<file path="config.mk">
export PLATFORM = sky130hd
export DESIGN_NAME = ptddp_top
export DESIGN_NICKNAME = d
export VERILOG_FILES = /design/src/shared/ptddp_pkg.sv /design/src/rtl/ptddp_fifo_mem.sv /design/src/rtl/ptddp_lane_rx.sv /design/src/rtl/ptddp_top.sv
export VERILOG_INCLUDE_DIRS = /design/src /design/src/shared
export SDC_FILE = /design/constraint.sdc
export NUM_CORES = 2
export LEC_CHECK = 0
export BUFFER_PORTS_ARGS = -buffer_cell sky130_fd_sc_hd__clkbuf_2
export CORE_MARGIN = 8
export CORE_UTILIZATION = 46
export CTS_BUF_LIST = sky130_fd_sc_hd__clkbuf_8
export CTS_CLUSTER_SIZE = 28
export DETAILED_ROUTE_END_ITERATION = 16
export PLACE_DENSITY = 0.61
export SETUP_SLACK_MARGIN = 0.02
export SYNTH_ARGS = -nofsm -noshare
export SYNTH_HDL_FRONTEND = slang
export SYNTH_SLANG_ARGS = --single-unit
export TNS_END_PERCENT = 20
</file>
<file path="constraint.sdc">
create_clock -name core_clk -period 3.6 [get_ports core_clk]
set_input_delay 0.18 -clock core_clk [delete_from_list [all_inputs] [get_ports core_clk]]
set_output_delay 0.18 -clock core_clk [all_outputs]
set_load 0.05 [all_outputs]
</file>
<file path="src/shared/ptddp_map.svh">
// constants of the training and deskew debug probe
// Overview of operation
// - flag lane after eight consecutive idle symbols in a config or recovery idle state
// - flag lane whose TS link field is PAD
// - flag lane whose TS lane field is PAD
// - count identical TS sets on logical lane zero
// - identical-set counter wraps to zero at maximum
// - negotiated width shown as one-hot code
// - three-bit deskew FIFO level per lane
// - per-lane deskew error flag on overflow
// - overflow reports port error and starts retraining
// - training state code on lowest five bits
`ifndef PTDDP_MAP_SVH
`define PTDDP_MAP_SVH
`define PTDDP_LANES        8
`define PTDDP_SYM_W        8
`define PTDDP_SIG_W        40
`define PTDDP_K_COM        8'hBC
`define PTDDP_K_PAD        8'hF7
`define PTDDP_D_IDLE       8'h00
`define PTDDP_TS1_ID       8'h4A
`define PTDDP_TS2_ID       8'h45
`define PTDDP_POS_LINK     4'h1
`define PTDDP_POS_LANE     4'h2
`define PTDDP_POS_SIG_END  4'h5
`define PTDDP_POS_ID       4'h6
`define PTDDP_POS_LAST     4'hF
`define PTDDP_IDLE_RUN     4'h8
`define PTDDP_ST_CFG_IDLE  5'h0B
`define PTDDP_ST_REC_IDLE  5'h0E
`define PTDDP_FIFO_DEPTH   3'h4
`define PTDDP_PTR_W        2
`define PTDDP_LVL_W        3
`define PTDDP_ENT_W        9
`define PTDDP_GAP_ZERO     43'h0
`define PTDDP_RSVD_ZERO    4'h0
`define PTDDP_FLD_STATE    0
`define PTDDP_FLD_IDLE_A   48
`define PTDDP_FLD_IDLE_B   56
`define PTDDP_FLD_LINKPAD  64
`define PTDDP_FLD_LANEPAD  72
`define PTDDP_FLD_TSNUM    80
`define PTDDP_FLD_WIDTH    88
`define PTDDP_FLD_LEVEL    96
`define PTDDP_FLD_DSKERR   120
`define PTDDP_REG_CTRL     4'h0
`define PTDDP_REG_ERR      4'h4
`define PTDDP_REG_STAT     4'h8
`define PTDDP_CTRL_RST     4'h8
`define PTDDP_CTRL_EN_BIT  3
`endif

</file>
<file path="src/shared/ptddp_pkg.sv">
// types of the training and deskew debug probe
`include "ptddp_map.svh"
package ptddp_pkg;
  typedef logic [`PTDDP_LANES-1:0]  ptddp_mask_t;
  typedef logic [`PTDDP_LVL_W-1:0]  ptddp_level_t;
  typedef logic [`PTDDP_SIG_W-1:0]  ptddp_sig_t;
  typedef logic [4:0]               ptddp_state_t;
  typedef logic [1:0]               ptddp_width_t;
  typedef enum logic {PTDDP_HUNT, PTDDP_BODY} ptddp_parse_e;
endpackage

</file>
<file path="src/rtl/ptddp_fifo_mem.sv">
// one lane's deskew storage with registered read data
`timescale 1ns/10ps
`include "ptddp_map.svh"
module ptddp_fifo_mem (
  // clock and reset
  input  wire logic                        core_clk,
  input  wire logic                        resetn,
  // write side
  input  wire logic                        wr_en,
  input  wire logic [`PTDDP_PTR_W-1:0]     wr_addr,
  input  wire logic [`PTDDP_ENT_W-1:0]     wr_data,
  // read side
  input  wire logic                        rd_en,
  input  wire logic [`PTDDP_PTR_W-1:0]     rd_addr,
  output logic      [`PTDDP_ENT_W-1:0]     rd_data
);
  logic [`PTDDP_ENT_W-1:0] mem [0:(1<<`PTDDP_PTR_W)-1];

  // array left unreset so it maps onto plain storage
  always_ff @(posedge core_clk) begin
    if (wr_en) begin
      mem[wr_addr] <= wr_data;
    end
  end

  always_ff @(posedge core_clk or negedge resetn) begin
    if (!resetn) begin
      rd_data <= '0;
    end else if (rd_en) begin
      rd_data <= mem[rd_addr];
    end
  end
endmodule // ptddp_fifo_mem

</file>
<file path="src/rtl/ptddp_lane_rx.sv">
// per-lane idle-run detector and training-set parser
`timescale 1ns/10ps
`include "ptddp_map.svh"
module ptddp_lane_rx (
  // clock and reset
  input  wire logic                      core_clk,
  input  wire logic                      resetn,
  // received symbol
  input  wire logic                      sym_valid,
  input  wire logic [`PTDDP_SYM_W-1:0]   sym_data,
  input  wire logic                      sym_is_k,
  input  wire logic                      idle_win,
  // results
  output logic                           idle_seen,
  output logic                           ts_done,
  output logic                           link_pad,
  output logic                           lane_pad,
  output ptddp_pkg::ptddp_sig_t          ts_sig
);
  ptddp_pkg::ptddp_parse_e  st_r;
  logic [3:0]               pos_r;
  logic [3:0]               run_r;
  logic [`PTDDP_SYM_W-1:0]  id_r;
  logic                     id_ok_r;
  logic                     lpad_r;
  logic                     npad_r;
  ptddp_pkg::ptddp_sig_t    sig_r;

  wire is_com   = sym_valid && sym_is_k && (sym_data == `PTDDP_K_COM);
  wire is_pad   = sym_is_k && (sym_data == `PTDDP_K_PAD);
  wire is_idle  = !sym_is_k && (sym_data == `PTDDP_D_IDLE);
  wire id_legal = !sym_is_k && (sym_data == `PTDDP_TS1_ID || sym_data == `PTDDP_TS2_ID);
  wire id_match = (pos_r == `PTDDP_POS_ID) ? id_legal : (!sym_is_k && sym_data == id_r);
  wire last_sym = sym_valid && (st_r == ptddp_pkg::PTDDP_BODY) && (pos_r == `PTDDP_POS_LAST);

  // flag stays up for the rest of the idle state once seen
  always_ff @(posedge core_clk or negedge resetn) begin
    if (!resetn) begin
      run_r     <= '0;
      idle_seen <= 1'b0;
    end else if (!idle_win) begin
      run_r     <= '0;
      idle_seen <= 1'b0;
    end else if (sym_valid) begin
      run_r <= is_idle ? ((run_r == `PTDDP_IDLE_RUN) ? run_r : run_r + 4'h1) : 4'h0;
      if (is_idle && run_r == `PTDDP_IDLE_RUN - 4'h1) begin
        idle_seen <= 1'b1;
      end
    end
  end

  always_ff @(posedge core_clk or negedge resetn) begin
    if (!resetn) begin
      st_r    <= ptddp_pkg::PTDDP_HUNT;
      pos_r   <= '0;
      id_r    <= '0;
      id_ok_r <= 1'b0;
      lpad_r  <= 1'b0;
      npad_r  <= 1'b0;
      sig_r   <= '0;
    end else if (is_com) begin
      st_r    <= ptddp_pkg::PTDDP_BODY;
      pos_r   <= `PTDDP_POS_LINK;
      id_ok_r <= 1'b1;
    end else if (sym_valid) begin
      case (st_r)
        ptddp_pkg::PTDDP_BODY: begin
          pos_r <= pos_r + 4'h1;
          if (pos_r == `PTDDP_POS_LINK) begin
            lpad_r <= is_pad;
          end
          if (pos_r == `PTDDP_POS_LANE) begin
            npad_r <= is_pad;
          end
          if (pos_r <= `PTDDP_POS_SIG_END) begin
            sig_r <= {sig_r[`PTDDP_SIG_W-`PTDDP_SYM_W-1:0], sym_data};
          end
          if (pos_r == `PTDDP_POS_ID) begin
            id_r <= sym_data;
          end
          if (pos_r >= `PTDDP_POS_ID && !id_match) begin
            id_ok_r <= 1'b0;
          end
          if (pos_r == `PTDDP_POS_LAST) begin
            st_r <= ptddp_pkg::PTDDP_HUNT;
          end
        end
        default: st_r <= ptddp_pkg::PTDDP_HUNT;
      endcase
    end
  end

  // pad flags and signature only change at the end of a well-formed set, where ts_done pulses for one cycle
  always_ff @(posedge core_clk or negedge resetn) begin
    if (!resetn) begin
      ts_done  <= 1'b0;
      link_pad <= 1'b0;
      lane_pad <= 1'b0;
      ts_sig   <= '0;
    end else begin
      ts_done <= last_sym && id_ok_r && id_match;
      if (last_sym && id_ok_r && id_match) begin
        link_pad <= lpad_r;
        lane_pad <= npad_r;
        ts_sig   <= sig_r;
      end
    end
  end
endmodule // ptddp_lane_rx

</file>
<file path="src/rtl/ptddp_top.sv">
// training and deskew debug probe: lanes, deskew FIFOs, test-out bus
`timescale 1ns/10ps
`include "ptddp_map.svh"
module ptddp_top (
  // clock and reset
  input  wire logic                                 core_clk,
  input  wire logic                                 resetn,
  // register port
  input  wire logic [3:0]                           reg_addr,
  input  wire logic [31:0]                          reg_wdata,
  input  wire logic                                 reg_wr,
  input  wire logic                                 reg_rd,
  output logic      [31:0]                          reg_rdata,
  // training status from the link state machine
  input  wire ptddp_pkg::ptddp_state_t              ltssm_state,
  input  wire ptddp_pkg::ptddp_width_t              lane_width_code,
  // received symbols, lane n in slice n
  input  wire logic [`PTDDP_LANES-1:0]              sym_valid,
  input  wire logic [`PTDDP_LANES*`PTDDP_SYM_W-1:0] sym_data,
  input  wire logic [`PTDDP_LANES-1:0]              sym_is_k,
  // deskewed output
  output logic                                      dsk_valid,
  output logic [`PTDDP_LANES*`PTDDP_ENT_W-1:0]      dsk_data,
  // error events
  output logic                                      retrain_req,
  output logic                                      rx_port_err,
  // debug bus
  output logic [127:0]                              dbg_out
);
  localparam int NL = `PTDDP_LANES;

  function automatic logic [3:0] width_onehot(input ptddp_pkg::ptddp_width_t code);
    width_onehot = 4'h1 << code;
  endfunction

  function automatic ptddp_pkg::ptddp_level_t level_next(
    input ptddp_pkg::ptddp_level_t lvl,
    input logic                    wr,
    input logic                    rd
  );
    level_next = lvl;
    if (wr && !rd) begin
      level_next = lvl + 3'h1;
    end else if (rd && !wr) begin
      level_next = lvl - 3'h1;
    end
  endfunction

  logic [3:0]                  ctrl_r;
  ptddp_pkg::ptddp_mask_t      err_r;
  ptddp_pkg::ptddp_state_t     state_prev_r;
  logic [7:0]                  ts_cnt_r;
  ptddp_pkg::ptddp_sig_t       prev_sig_r;
  logic                        have_prev_r;
  ptddp_pkg::ptddp_level_t     lvl_r [NL];
  logic [`PTDDP_PTR_W-1:0]     wptr_r [NL];
  logic [`PTDDP_PTR_W-1:0]     rptr_r [NL];

  ptddp_pkg::ptddp_mask_t      idle_seen_w;
  ptddp_pkg::ptddp_mask_t      ts_done_w;
  ptddp_pkg::ptddp_mask_t      link_pad_w;
  ptddp_pkg::ptddp_mask_t      lane_pad_w;
  ptddp_pkg::ptddp_mask_t      ovf_w;
  ptddp_pkg::ptddp_mask_t      nonempty_w;
  ptddp_pkg::ptddp_sig_t       sig_w [NL];
  logic [NL*`PTDDP_LVL_W-1:0]  lvl_flat_w;

  // register decode
  wire wr_ctrl  = reg_wr && (reg_addr == `PTDDP_REG_CTRL);
  wire wr_err   = reg_wr && (reg_addr == `PTDDP_REG_ERR);
  wire [2:0] lane0_sel = ctrl_r[2:0];
  wire dsk_en   = ctrl_r[`PTDDP_CTRL_EN_BIT];
  wire ptddp_pkg::ptddp_mask_t err_clr = wr_err ? reg_wdata[NL-1:0] : '0;
  wire [31:0] rd_mux =
    (reg_addr == `PTDDP_REG_CTRL) ? {28'h0, ctrl_r} :
    (reg_addr == `PTDDP_REG_ERR)  ? {24'h0, err_r} :
    (reg_addr == `PTDDP_REG_STAT) ? {15'h0, ltssm_state,
                                     width_onehot(lane_width_code), ts_cnt_r} :
    32'h0;

  // training-state view
  wire idle_win  = (ltssm_state == `PTDDP_ST_CFG_IDLE) ||
                   (ltssm_state == `PTDDP_ST_REC_IDLE);
  wire state_chg = (ltssm_state != state_prev_r);
  wire ts0_done  = ts_done_w[lane0_sel];
  wire ts_hit    = ts0_done && have_prev_r && (sig_w[lane0_sel] == prev_sig_r);
  wire rd_all    = dsk_en && (&nonempty_w);

  // lane n always lands on bit n of every one-bit per-lane field and on bits 3n to 3n+2 of the level field
  genvar g;
  generate
    for (g = 0; g < NL; g++) begin : g_lane
      wire sym_wr = sym_valid[g];
      // full and no read in the same cycle: the word is lost
      assign ovf_w[g]      = sym_wr && !rd_all && (lvl_r[g] == `PTDDP_FIFO_DEPTH);
      assign nonempty_w[g] = (lvl_r[g] != 3'h0);
      assign lvl_flat_w[g*`PTDDP_LVL_W +: `PTDDP_LVL_W] = lvl_r[g];

      ptddp_lane_rx u_rx (
        .core_clk  (core_clk),
        .resetn    (resetn),
        .sym_valid (sym_valid[g]),
        .sym_data  (sym_data[g*`PTDDP_SYM_W +: `PTDDP_SYM_W]),
        .sym_is_k  (sym_is_k[g]),
        .idle_win  (idle_win),
        .idle_seen (idle_seen_w[g]),
        .ts_done   (ts_done_w[g]),
        .link_pad  (link_pad_w[g]),
        .lane_pad  (lane_pad_w[g]),
        .ts_sig    (sig_w[g])
      );

      ptddp_fifo_mem u_mem (
        .core_clk (core_clk),
        .resetn   (resetn),
        .wr_en    (sym_wr && !ovf_w[g]),
        .wr_addr  (wptr_r[g]),
        .wr_data  ({sym_is_k[g], sym_data[g*`PTDDP_SYM_W +: `PTDDP_SYM_W]}),
        .rd_en    (rd_all),
        .rd_addr  (rptr_r[g]),
        .rd_data  (dsk_data[g*`PTDDP_ENT_W +: `PTDDP_ENT_W])
      );

      always_ff @(posedge core_clk or negedge resetn) begin
        if (!resetn) begin
          lvl_r[g]  <= '0;
          wptr_r[g] <= '0;
          rptr_r[g] <= '0;
        end else begin
          lvl_r[g] <= level_next(lvl_r[g], sym_wr && !ovf_w[g], rd_all);
          if (sym_wr && !ovf_w[g]) begin
            wptr_r[g] <= wptr_r[g] + 2'h1;
          end
          if (rd_all) begin
            rptr_r[g] <= rptr_r[g] + 2'h1;
          end
        end
      end
    end
  endgenerate

  wire [127:0] dbg_nxt = {err_r, lvl_flat_w, `PTDDP_RSVD_ZERO,
                          width_onehot(lane_width_code), ts_cnt_r,
                          lane_pad_w, link_pad_w, idle_seen_w, idle_seen_w,
                          `PTDDP_GAP_ZERO, ltssm_state};

  // registers; a new overflow beats a clear in the same cycle
  always_ff @(posedge core_clk or negedge resetn) begin
    if (!resetn) begin
      ctrl_r    <= `PTDDP_CTRL_RST;
      err_r     <= '0;
      reg_rdata <= '0;
    end else begin
      if (wr_ctrl) begin
        ctrl_r <= reg_wdata[3:0];
      end
      err_r     <= (err_r & ~err_clr) | ovf_w;
      reg_rdata <= reg_rd ? rd_mux : 32'h0;
    end
  end

  // identical-set run count, restarted on every state change
  always_ff @(posedge core_clk or negedge resetn) begin
    if (!resetn) begin
      state_prev_r <= '0;
      ts_cnt_r     <= '0;
      prev_sig_r   <= '0;
      have_prev_r  <= 1'b0;
    end else begin
      state_prev_r <= ltssm_state;
      if (state_chg) begin
        ts_cnt_r    <= '0;
        have_prev_r <= 1'b0;
      end else if (ts0_done) begin
        // natural 8-bit overflow gives the wrap to zero
        ts_cnt_r    <= ts_hit ? ts_cnt_r + 8'h1 : 8'h1;
        prev_sig_r  <= sig_w[lane0_sel];
        have_prev_r <= 1'b1;
      end
    end
  end

  always_ff @(posedge core_clk or negedge resetn) begin
    if (!resetn) begin
      dbg_out     <= '0;
      dsk_valid   <= 1'b0;
      retrain_req <= 1'b0;
      rx_port_err <= 1'b0;
    end else begin
      dbg_out     <= dbg_nxt;
      dsk_valid   <= rd_all;
      retrain_req <= |ovf_w;
      rx_port_err <= |ovf_w;
    end
  end

  a_idle_field: assert property (@(posedge core_clk) disable iff (!resetn)
    dbg_out[`PTDDP_FLD_IDLE_A +: NL] == $past(idle_seen_w) &&
    dbg_out[`PTDDP_FLD_IDLE_B +: NL] == dbg_out[`PTDDP_FLD_IDLE_A +: NL])
    else $error("idle flags do not follow the lane detectors");

  a_idle_outside: assert property (@(posedge core_clk) disable iff (!resetn)
    !idle_win |-> ##2 dbg_out[`PTDDP_FLD_IDLE_A +: NL] == '0)
    else $error("idle flags set outside the idle states");

  a_link_pad: assert property (@(posedge core_clk) disable iff (!resetn)
    dbg_out[`PTDDP_FLD_LINKPAD +: NL] == $past(link_pad_w))
    else $error("link pad field wrong");

  a_lane_pad: assert property (@(posedge core_clk) disable iff (!resetn)
    dbg_out[`PTDDP_FLD_LANEPAD +: NL] == $past(lane_pad_w))
    else $error("lane pad field wrong");

  a_ts_wrap: assert property (@(posedge core_clk) disable iff (!resetn)
    (!state_chg && ts_hit && ts_cnt_r == 8'hFF) |=> ts_cnt_r == 8'h00 ##1
    dbg_out[`PTDDP_FLD_TSNUM +: 8] == 8'h00)
    else $error("identical set count did not wrap");

  a_ts_restart: assert property (@(posedge core_clk) disable iff (!resetn)
    state_chg |=> ts_cnt_r == 8'h00)
    else $error("identical set count not cleared on state change");

  // first edge after release still shows the cleared bus
  a_width_code: assert property (@(posedge core_clk) disable iff (!resetn)
    $past(resetn) |-> dbg_out[`PTDDP_FLD_WIDTH +: 4] == (4'h1 << $past(lane_width_code)) &&
    $onehot(dbg_out[`PTDDP_FLD_WIDTH +: 4]))
    else $error("lane width code not one-hot");

  a_fifo_level: assert property (@(posedge core_clk) disable iff (!resetn)
    dbg_out[`PTDDP_FLD_LEVEL +: NL*`PTDDP_LVL_W] == $past(lvl_flat_w) &&
    lvl_r[0] <= `PTDDP_FIFO_DEPTH)
    else $error("deskew level field wrong");

  a_ovf_retrain: assert property (@(posedge core_clk) disable iff (!resetn)
    (|ovf_w) |=> retrain_req && rx_port_err ##1
    ((dbg_out[`PTDDP_FLD_DSKERR +: NL] & $past(ovf_w, 2)) == $past(ovf_w, 2)))
    else $error("overflow not reported");

  a_state_code: assert property (@(posedge core_clk) disable iff (!resetn)
    dbg_out[`PTDDP_FLD_STATE +: 5] == $past(ltssm_state))
    else $error("state code field wrong");
endmodule // ptddp_top

</file>
Word level (Yosys, flattened, before mapping) --
Memory sizes are Yosys's and may differ from the RTL's. A register that Yosys moved wholly into a read port is not among the register bits. Index checks and enable logic that the tools add are counted.
Storage, ports and cells: input bits 127, memories kept 8, memory bits (writable) 288, word-level logic and storage cells 860, output and inout port bits 235, flip-flop bits (word level) 1054
Cells by class: shifts and indexed selects 1, muxes and demuxes 199, equality and inequality tests 126, order comparisons 18, bitwise gates (word level) 13, reductions and logical operators 308, $add $sub $neg 49
Memories:
- g_lane[0].u_mem.mem | depth 4, width 9, read ports 1, clocked after Yosys merged registers in 1, wr ports 1, line ptddp_fifo_mem.sv:17 | logic [`PTDDP_ENT_W-1:0] mem [0:(1<<`PTDDP_PTR_W)-1];
- g_lane[1].u_mem.mem | depth 4, width 9, read ports 1, clocked after Yosys merged registers in 1, wr ports 1, line ptddp_fifo_mem.sv:17
- g_lane[2].u_mem.mem | depth 4, width 9, read ports 1, clocked after Yosys merged registers in 1, wr ports 1, line ptddp_fifo_mem.sv:17
- g_lane[3].u_mem.mem | depth 4, width 9, read ports 1, clocked after Yosys merged registers in 1, wr ports 1, line ptddp_fifo_mem.sv:17
- g_lane[4].u_mem.mem | depth 4, width 9, read ports 1, clocked after Yosys merged registers in 1, wr ports 1, line ptddp_fifo_mem.sv:17
- g_lane[5].u_mem.mem | depth 4, width 9, read ports 1, clocked after Yosys merged registers in 1, wr ports 1, line ptddp_fifo_mem.sv:17
- 2 more memories
Operators with widths (count):
- 2-to-1 mux 4 bit | 56
- logical AND 1 bit | 141
- == test 8 x 7 -> 1 bit (second input constant) | 16
- == test 8 bit (second input constant) | 16
- AND reduction 4 bit | 32
- binary-select mux 40 bit (select 3 bit) | 1
- 2-to-1 mux 1 bit | 115
- 2-to-1 mux 40 bit | 2
- == test 4 x 3 -> 1 bit (second input constant) | 17
- == test 4 bit (second input constant) | 17
- 2-to-1 mux 17 bit | 4
- nonzero test 2 bit | 33
- adder 4 x 1 -> 4 bit (second input constant) | 16
- == test 8 bit | 8
- logical NOT 8 bit | 8
- AND reduction 2 bit | 25
- 2-to-1 mux 3 bit | 16
- logical NOT 1 bit | 41
- == test 40 bit | 1
- adder 2 x 1 -> 2 bit (second input constant) | 16
- == test 4 x 1 -> 1 bit (second input constant) | 8
- == test 4 x 2 -> 1 bit (second input constant) | 8
- >= comparator 4 x 3 -> 1 bit (second input constant) | 8
- <= comparator 4 x 3 -> 1 bit (second input constant) | 8
- other kinds (25) | 101

Logic depth before layout (Yosys ltp) --
word-level depth 12, gate-level depth with buffers 14, mapped depth without buffers 12

Modules after synthesis --
A second synthesis with hierarchy kept.
Unflattened totals: cell total of the unflattened synthesis 5655, area total of the unflattened synthesis 64848.4 sq um
By module, submodules not included:
- ptddp_lane_rx at g_lane[1].u_rx ... | seq. area each 2602.5 sq um, instances 6, area each 5016.1 sq um, cells each 500
- ptddp_fifo_mem | seq. area each 1306.3 sq um, instances 8, area each 1701.6 sq um, cells each 92
- ptddp_top | seq. area each 5231.3 sq um, instances 1, area each 11078.1 sq um, cells each 917
- ptddp_lane_rx at g_lane[4].u_rx | seq. area each 2602.5 sq um, instances 1, area each 5042.3 sq um, cells each 502
- ptddp_lane_rx at g_lane[0].u_rx | seq. area each 2602.5 sq um, instances 1, area each 5018.6 sq um, cells each 500

Worst setup path before layout --
OpenSTA, ideal clock, no wires.
path kind reg-to-reg, start point reg lvl_r (netlist bit dbg_nxt[105]), end point reg lvl_r (netlist bit dbg_nxt[107]), arrival 2.682 ns, clock period less this slack 2.761 ns, slack 0.839 ns, library setup time 0.079 ns, path buffers 2, stages on the path, launching flop included 15, required time 3.521 ns, cells stage by stage dfrtp_1 nor3_1 nor4_1 nand3_1 inv_1 clkbuf_1 nor4_1 nor2b_1 clkbuf_1 ha_1 inv_1 fa_1 xor2_1 nor2_1 xor2_1
On the way: cells in the longest elaborated chain, start to end 11, elaborated cells between the ends (all ways) 17, classes of those cells add/sub (2); eq/ne (1); mux (2); reduce/logical (12)
Ends and longest elaborated chain:
- from (decl) | line ptddp_top.sv:55 | ptddp_pkg::ptddp_level_t lvl_r [NL];
- from (signal, indexed assignment) | line ptddp_top.sv:130 | lvl_r[g] <= level_next(lvl_r[g], sym_wr && !ovf_w[g], rd_all);
- nonzero test 3 bit | line ptddp_top.sv:96 | assign nonempty_w[g] = (lvl_r[g] != 3'h0);
- AND reduction 8 bit | line ptddp_top.sv:87 | wire rd_all = dsk_en && (&nonempty_w);
- logical AND 1 bit | line ptddp_top.sv:87
- logical NOT 1 bit | line ptddp_top.sv:95 | assign ovf_w[g] = sym_wr && !rd_all && (lvl_r[g] == `PTDDP_FIFO_DEPTH);
- logical AND 1 bit | line ptddp_top.sv:95
- logical AND 1 bit (*) | line ptddp_top.sv:95
- logical NOT 1 bit (*)
- logical AND 1 bit (*)
- named net g_lane[3].u_mem.wr_en | line ptddp_fifo_mem.sv:9 | input wire logic wr_en,
- logical NOT 1 bit | line ptddp_top.sv:44 | end else if (rd && !wr) begin
- logical AND 1 bit | line ptddp_top.sv:44
- nonzero test 2 bit (no source line)
The timed path passes the listed nets; every way through them passes the cells marked *. The select of a mux whose other input is x is not followed. A chain may end at the register's enable or synchronous reset.

Final worst setup path --
start point reg lvl_r (netlist bit dbg_nxt[105]), end point reg lvl_r (netlist bit dbg_nxt[107])
On the way: cells in the longest elaborated chain, start to end 11, elaborated cells between the ends (all ways) 17, classes of those cells add/sub (2); eq/ne (1); mux (2); reduce/logical (12)
Ends and longest elaborated chain (line):
- nonzero test 3 bit | ptddp_top.sv:96
- AND reduction 8 bit | ptddp_top.sv:87
- logical AND 1 bit | ptddp_top.sv:87
- logical NOT 1 bit | ptddp_top.sv:42, ptddp_top.sv:95
- logical AND 1 bit (2 in series) | ptddp_top.sv:95
- logical NOT 1 bit | ptddp_top.sv:130
- logical AND 1 bit | ptddp_top.sv:130
- logical NOT 1 bit | ptddp_top.sv:44
- logical AND 1 bit | ptddp_top.sv:44
- nonzero test 2 bit (no source line)
Several ways; a longest one is shown, not always the timed one. The select of a mux whose other input is x is not followed.

==> impl_metrics.tcl <==
set metrics [dict create \
    power.switching_mw 15.7 \
    synth_warnings 0 \
    skew_ns 0.0486 \
    slew_viol_final 0 \
    synth-seq-area-share_pct 62.3 \
    finalNetCount 4836 \
    hp-class "in2async" \
    grt_usage_pct 21.2 \
    wire_per_inst_um 22.9 \
    rsz0062_at_grt "false" \
    drive_gt1_share_pct 33.7 \
    ys_types 65 \
    layout_setup_ws_ns 0.265 \
    fmax_mhz 300 \
    die_h_um 373 \
    synth_seq_cells 1401 \
    crit_family "simple AND/OR/NAND/NOR gates" \
    die_area_um2 139000 \
    vias_per_cell 5.37 \
    start_kind "flip-flop" \
    row_count 131 \
    worstPathMaxFanout 15 \
    power.density_nw_per_um2 681 \
    drc_errors 0 \
    start_util_pct 46.2 \
    place_worst_setup_slack_ns 0.00769 \
    port_buffers 275 \
    worst_skew_pair.late_latency_ns 0.92 \
    drv_cap 0 \
    synthCells 4059 \
    required_ns 4.44 \
    drt_iter0_drc 2515 \
    area.growth.synth_to_final_pct 16.2 \
    power_frac_comb_pct 24.1 \
    die_width_um 373 \
    sw_frac_of_total_pct 33.9 \
    dr.pass1.iters 5 \
    core_area_um2 127000 \
    seq_power_share_pct 46.9 \
    placed_cell_area_um2 62200 \
    wl_um 148000 \
    cp_num_cells 12 \
    fin_total_pwr_mw 46.4 \
    reg2regPathDepth 12 \
    io_pins 362 \
    cp-startpoint "dbg_nxt[105]" \
    place.gp.congestion 0.887 \
    utilization_pct 53.6 \
    p_clk_share_pct 29.0 \
    instances_no_fill 6473 \
    status "completed" \
    gr-total-overflow 0 \
    detail-route-antenna-nets 0 \
    cts_tree "built" \
    cpMaxStageDelayCell "nor4_1" \
    internal_power_mw 30.7 \
    grt_pass1_vias 35600 \
    dp_cells 5914 \
    syn_avg_cell_area_um2 14.4 \
    antenna_found_initial 10 \
    cts_buffer_depth 3 \
    critPathBufInv 2 \
    final_area_um2 68100 \
    path_cells "nor3_1 > nor4_1 > nand3_4 > clkinv_2 > nor4_1 > nor2b_1 > ha_1 > inv_1 > fa_1 > xor2_1 > nor2_1 > xor2_1" \
    vias 34800 \
    end_kind "flip-flop" \
    cp_slowest_stage_delay_ns 0.51 \
    cts.sinks 1401 \
    report.final.hold_viol_count 0 \
    synth-main-ff-cell "dfrtp_1" \
    path_class "reg2reg" \
    numCtsBuffers 224 \
    finalSetupViolations 0 \
    grt_pass1_wl_um 228000 \
    period_needed_ns 3.33 \
    clk_pin_slew_ns 0.07 \
    slew_headroom_pct 49.2 \
    rr_endpoint "dbg_nxt[107]" \
    hpwl_um 103000 \
    rrSetupSlack_ns 0.27 \
    final_common_cell "dfrtp_1" \
    synth_edf_count 288 \
    syn_area_um2 58600 \
    worst_pin_slew_ns 0.760 \
    grt_max_degree 100 \
    setup_tns_ns 0 \
    mostFrequentLayoutCells "dfrtp_1 (1109), mux2_2 (772), nand2_1 (387), edfxtp_1 (288)" \
    cp-endpoint "dbg_nxt[107]" \
    holdWs_ns 0.0821 \
    irDropWorstVdd_v 0.000512 \
    r2r-start "dbg_nxt[105]" \
    power_leakage_nw 31.3 \
    clockRootBuffer "clkbuf_8" \
    critical_path_arrival_ns 4.18 \
    async_reset_ff_share_pct 79.4 \
    cts-htree-levels 4 \
    fin_crit_sh_pct 92.6 \
]
[logic make-up (layout without fill, tap and decap cells)]
| kind of cell | count (synthesis) | after routing | synth area share [%] |
|---|---|---|---|
| fa+ha+maj | 97 | 97 | 2.17 |
| flops | 1401 | 1401 | 62.3 |
| compound gates | 252 | 252 | 2.65 |
| other cells | 1 | 68 | 0.00640 |
| simple gates | 844 | 844 | 6.87 |
| buf+inv | 315 | 1000 | 2.68 |
| xor+xnor | 180 | 180 | 2.69 |
| mux | 969 | 969 | 20.7 |
[worst min path at each step]
stage                           endpoint  slack (ns)  cells after the start
2_1_floorplan                  ctrl_r[0]       -0.12                      0
3_3_place_gp                 dbg_out[59]        0.25                      1
3_5_place_dp                 dbg_out[59]        0.24                      1
4_1_cts                    reg_rdata[13]       0.002                      3
5_1_grt        g_lane[5].u_mem.mem[2][8]        0.04                      2
6_report                     dbg_out[59]        0.08                      3
[sequential cells by signal, indices dropped and copies added (netlist names), 16 cells and up]
signal                flops
rptr_r                   16
g_lane.u_rx.pos_r        32
g_lane.u_rx.ts_sig      320
g_lane.u_mem.rd_data     72
g_lane.u_mem.mem        288
g_lane.u_rx.id_r         64
dbg_nxt                  24
g_lane.u_rx.sig_r       320
reg_rdata                17
prev_sig_r               40
g_lane.u_rx.run_r        32
dbg_out                  69
wptr_r                   16
[Yosys cell counts, drive strengths merged (41+ instances only)]
master | n | area share [%]
clkbuf | 111 | 0.71
o21ai | 98 | 0.84
dfrtp | 1112 | 47
xor2 | 114 | 1.7
nand2 | 388 | 2.5
nand3 | 49 | 0.42
inv | 68 | 0.44
xnor2 | 66 | 0.99
nor2 | 131 | 0.84
a21oi | 41 | 0.35
ha | 89 | 1.9
mux2 | 782 | 15
buf | 136 | 1.5
nor3 | 61 | 0.53
mux2i | 73 | 1.3
edfxtp | 288 | 15
nor4 | 41 | 0.47
mux4 | 114 | 4.4
[layer usage]
metal | vias to the layer above | track usage (%) | wire (um) | share of wire [%]
met5 | - | 0 | 27 | 0.018
met4 | 4 | 4.98 | 2390 | 1.6
met3 | 178 | 4.59 | 8320 | 5.6
met2 | 901 | 32.8 | 68800 | 46
met1 | 18100 | 30.7 | 68900 | 46
li1 | 15600 | - | - | -
[repair_timing]
item,CTS,global route
hold buffers,131,0
resized for setup,1,3
setup endpoints to repair,4,8
pin swaps,0,0
endpoints found under the hold margin,1526,0
buffers inserted,0,3
[worst reg2reg max path: stages (launching register included)]
cell and delay, ns:
dfrtp_1 0.44, nor3_1 0.12, nor4_1 0.51, nand3_4 0.14, clkinv_2 0.26, nor4_1 0.12
nor2b_1 0.50, ha_1 0.30, inv_1 0.06, fa_1 0.37, xor2_1 0.15, nor2_1 0.13
xor2_1 0.16
[power groups by stage]
| stage | clock (mW) | sequential (mW) | combinational (mW) |
|---|---|---|---|
| 5_1_grt | 14.5 | 22.2 | 12.1 |
| 3_5_place_dp | 0 | 22.1 | 11.0 |
| 4_1_cts | 13.8 | 21.9 | 11.2 |
| 3_3_place_gp | 0 | 22.1 | 10.8 |
| 6_report | 13.4 | 21.8 | 11.2 |
| 2_1_floorplan | 0 | 22.7 | 6.59 |
[cell type report]
class                           count  area, um^2
Inverter                           68         256
Sequential cell                  1401       36500
Tap cell                         1662        2080
Antenna cell                        6        15.0
Timing Repair Buffer              513        3860
Clock buffer                      274        3770
Fill cell                       10500       58900
Clock inverter                    145         724
Multi-Input combinational cell   2404       20900
Power figures use the tool's default switching activity.
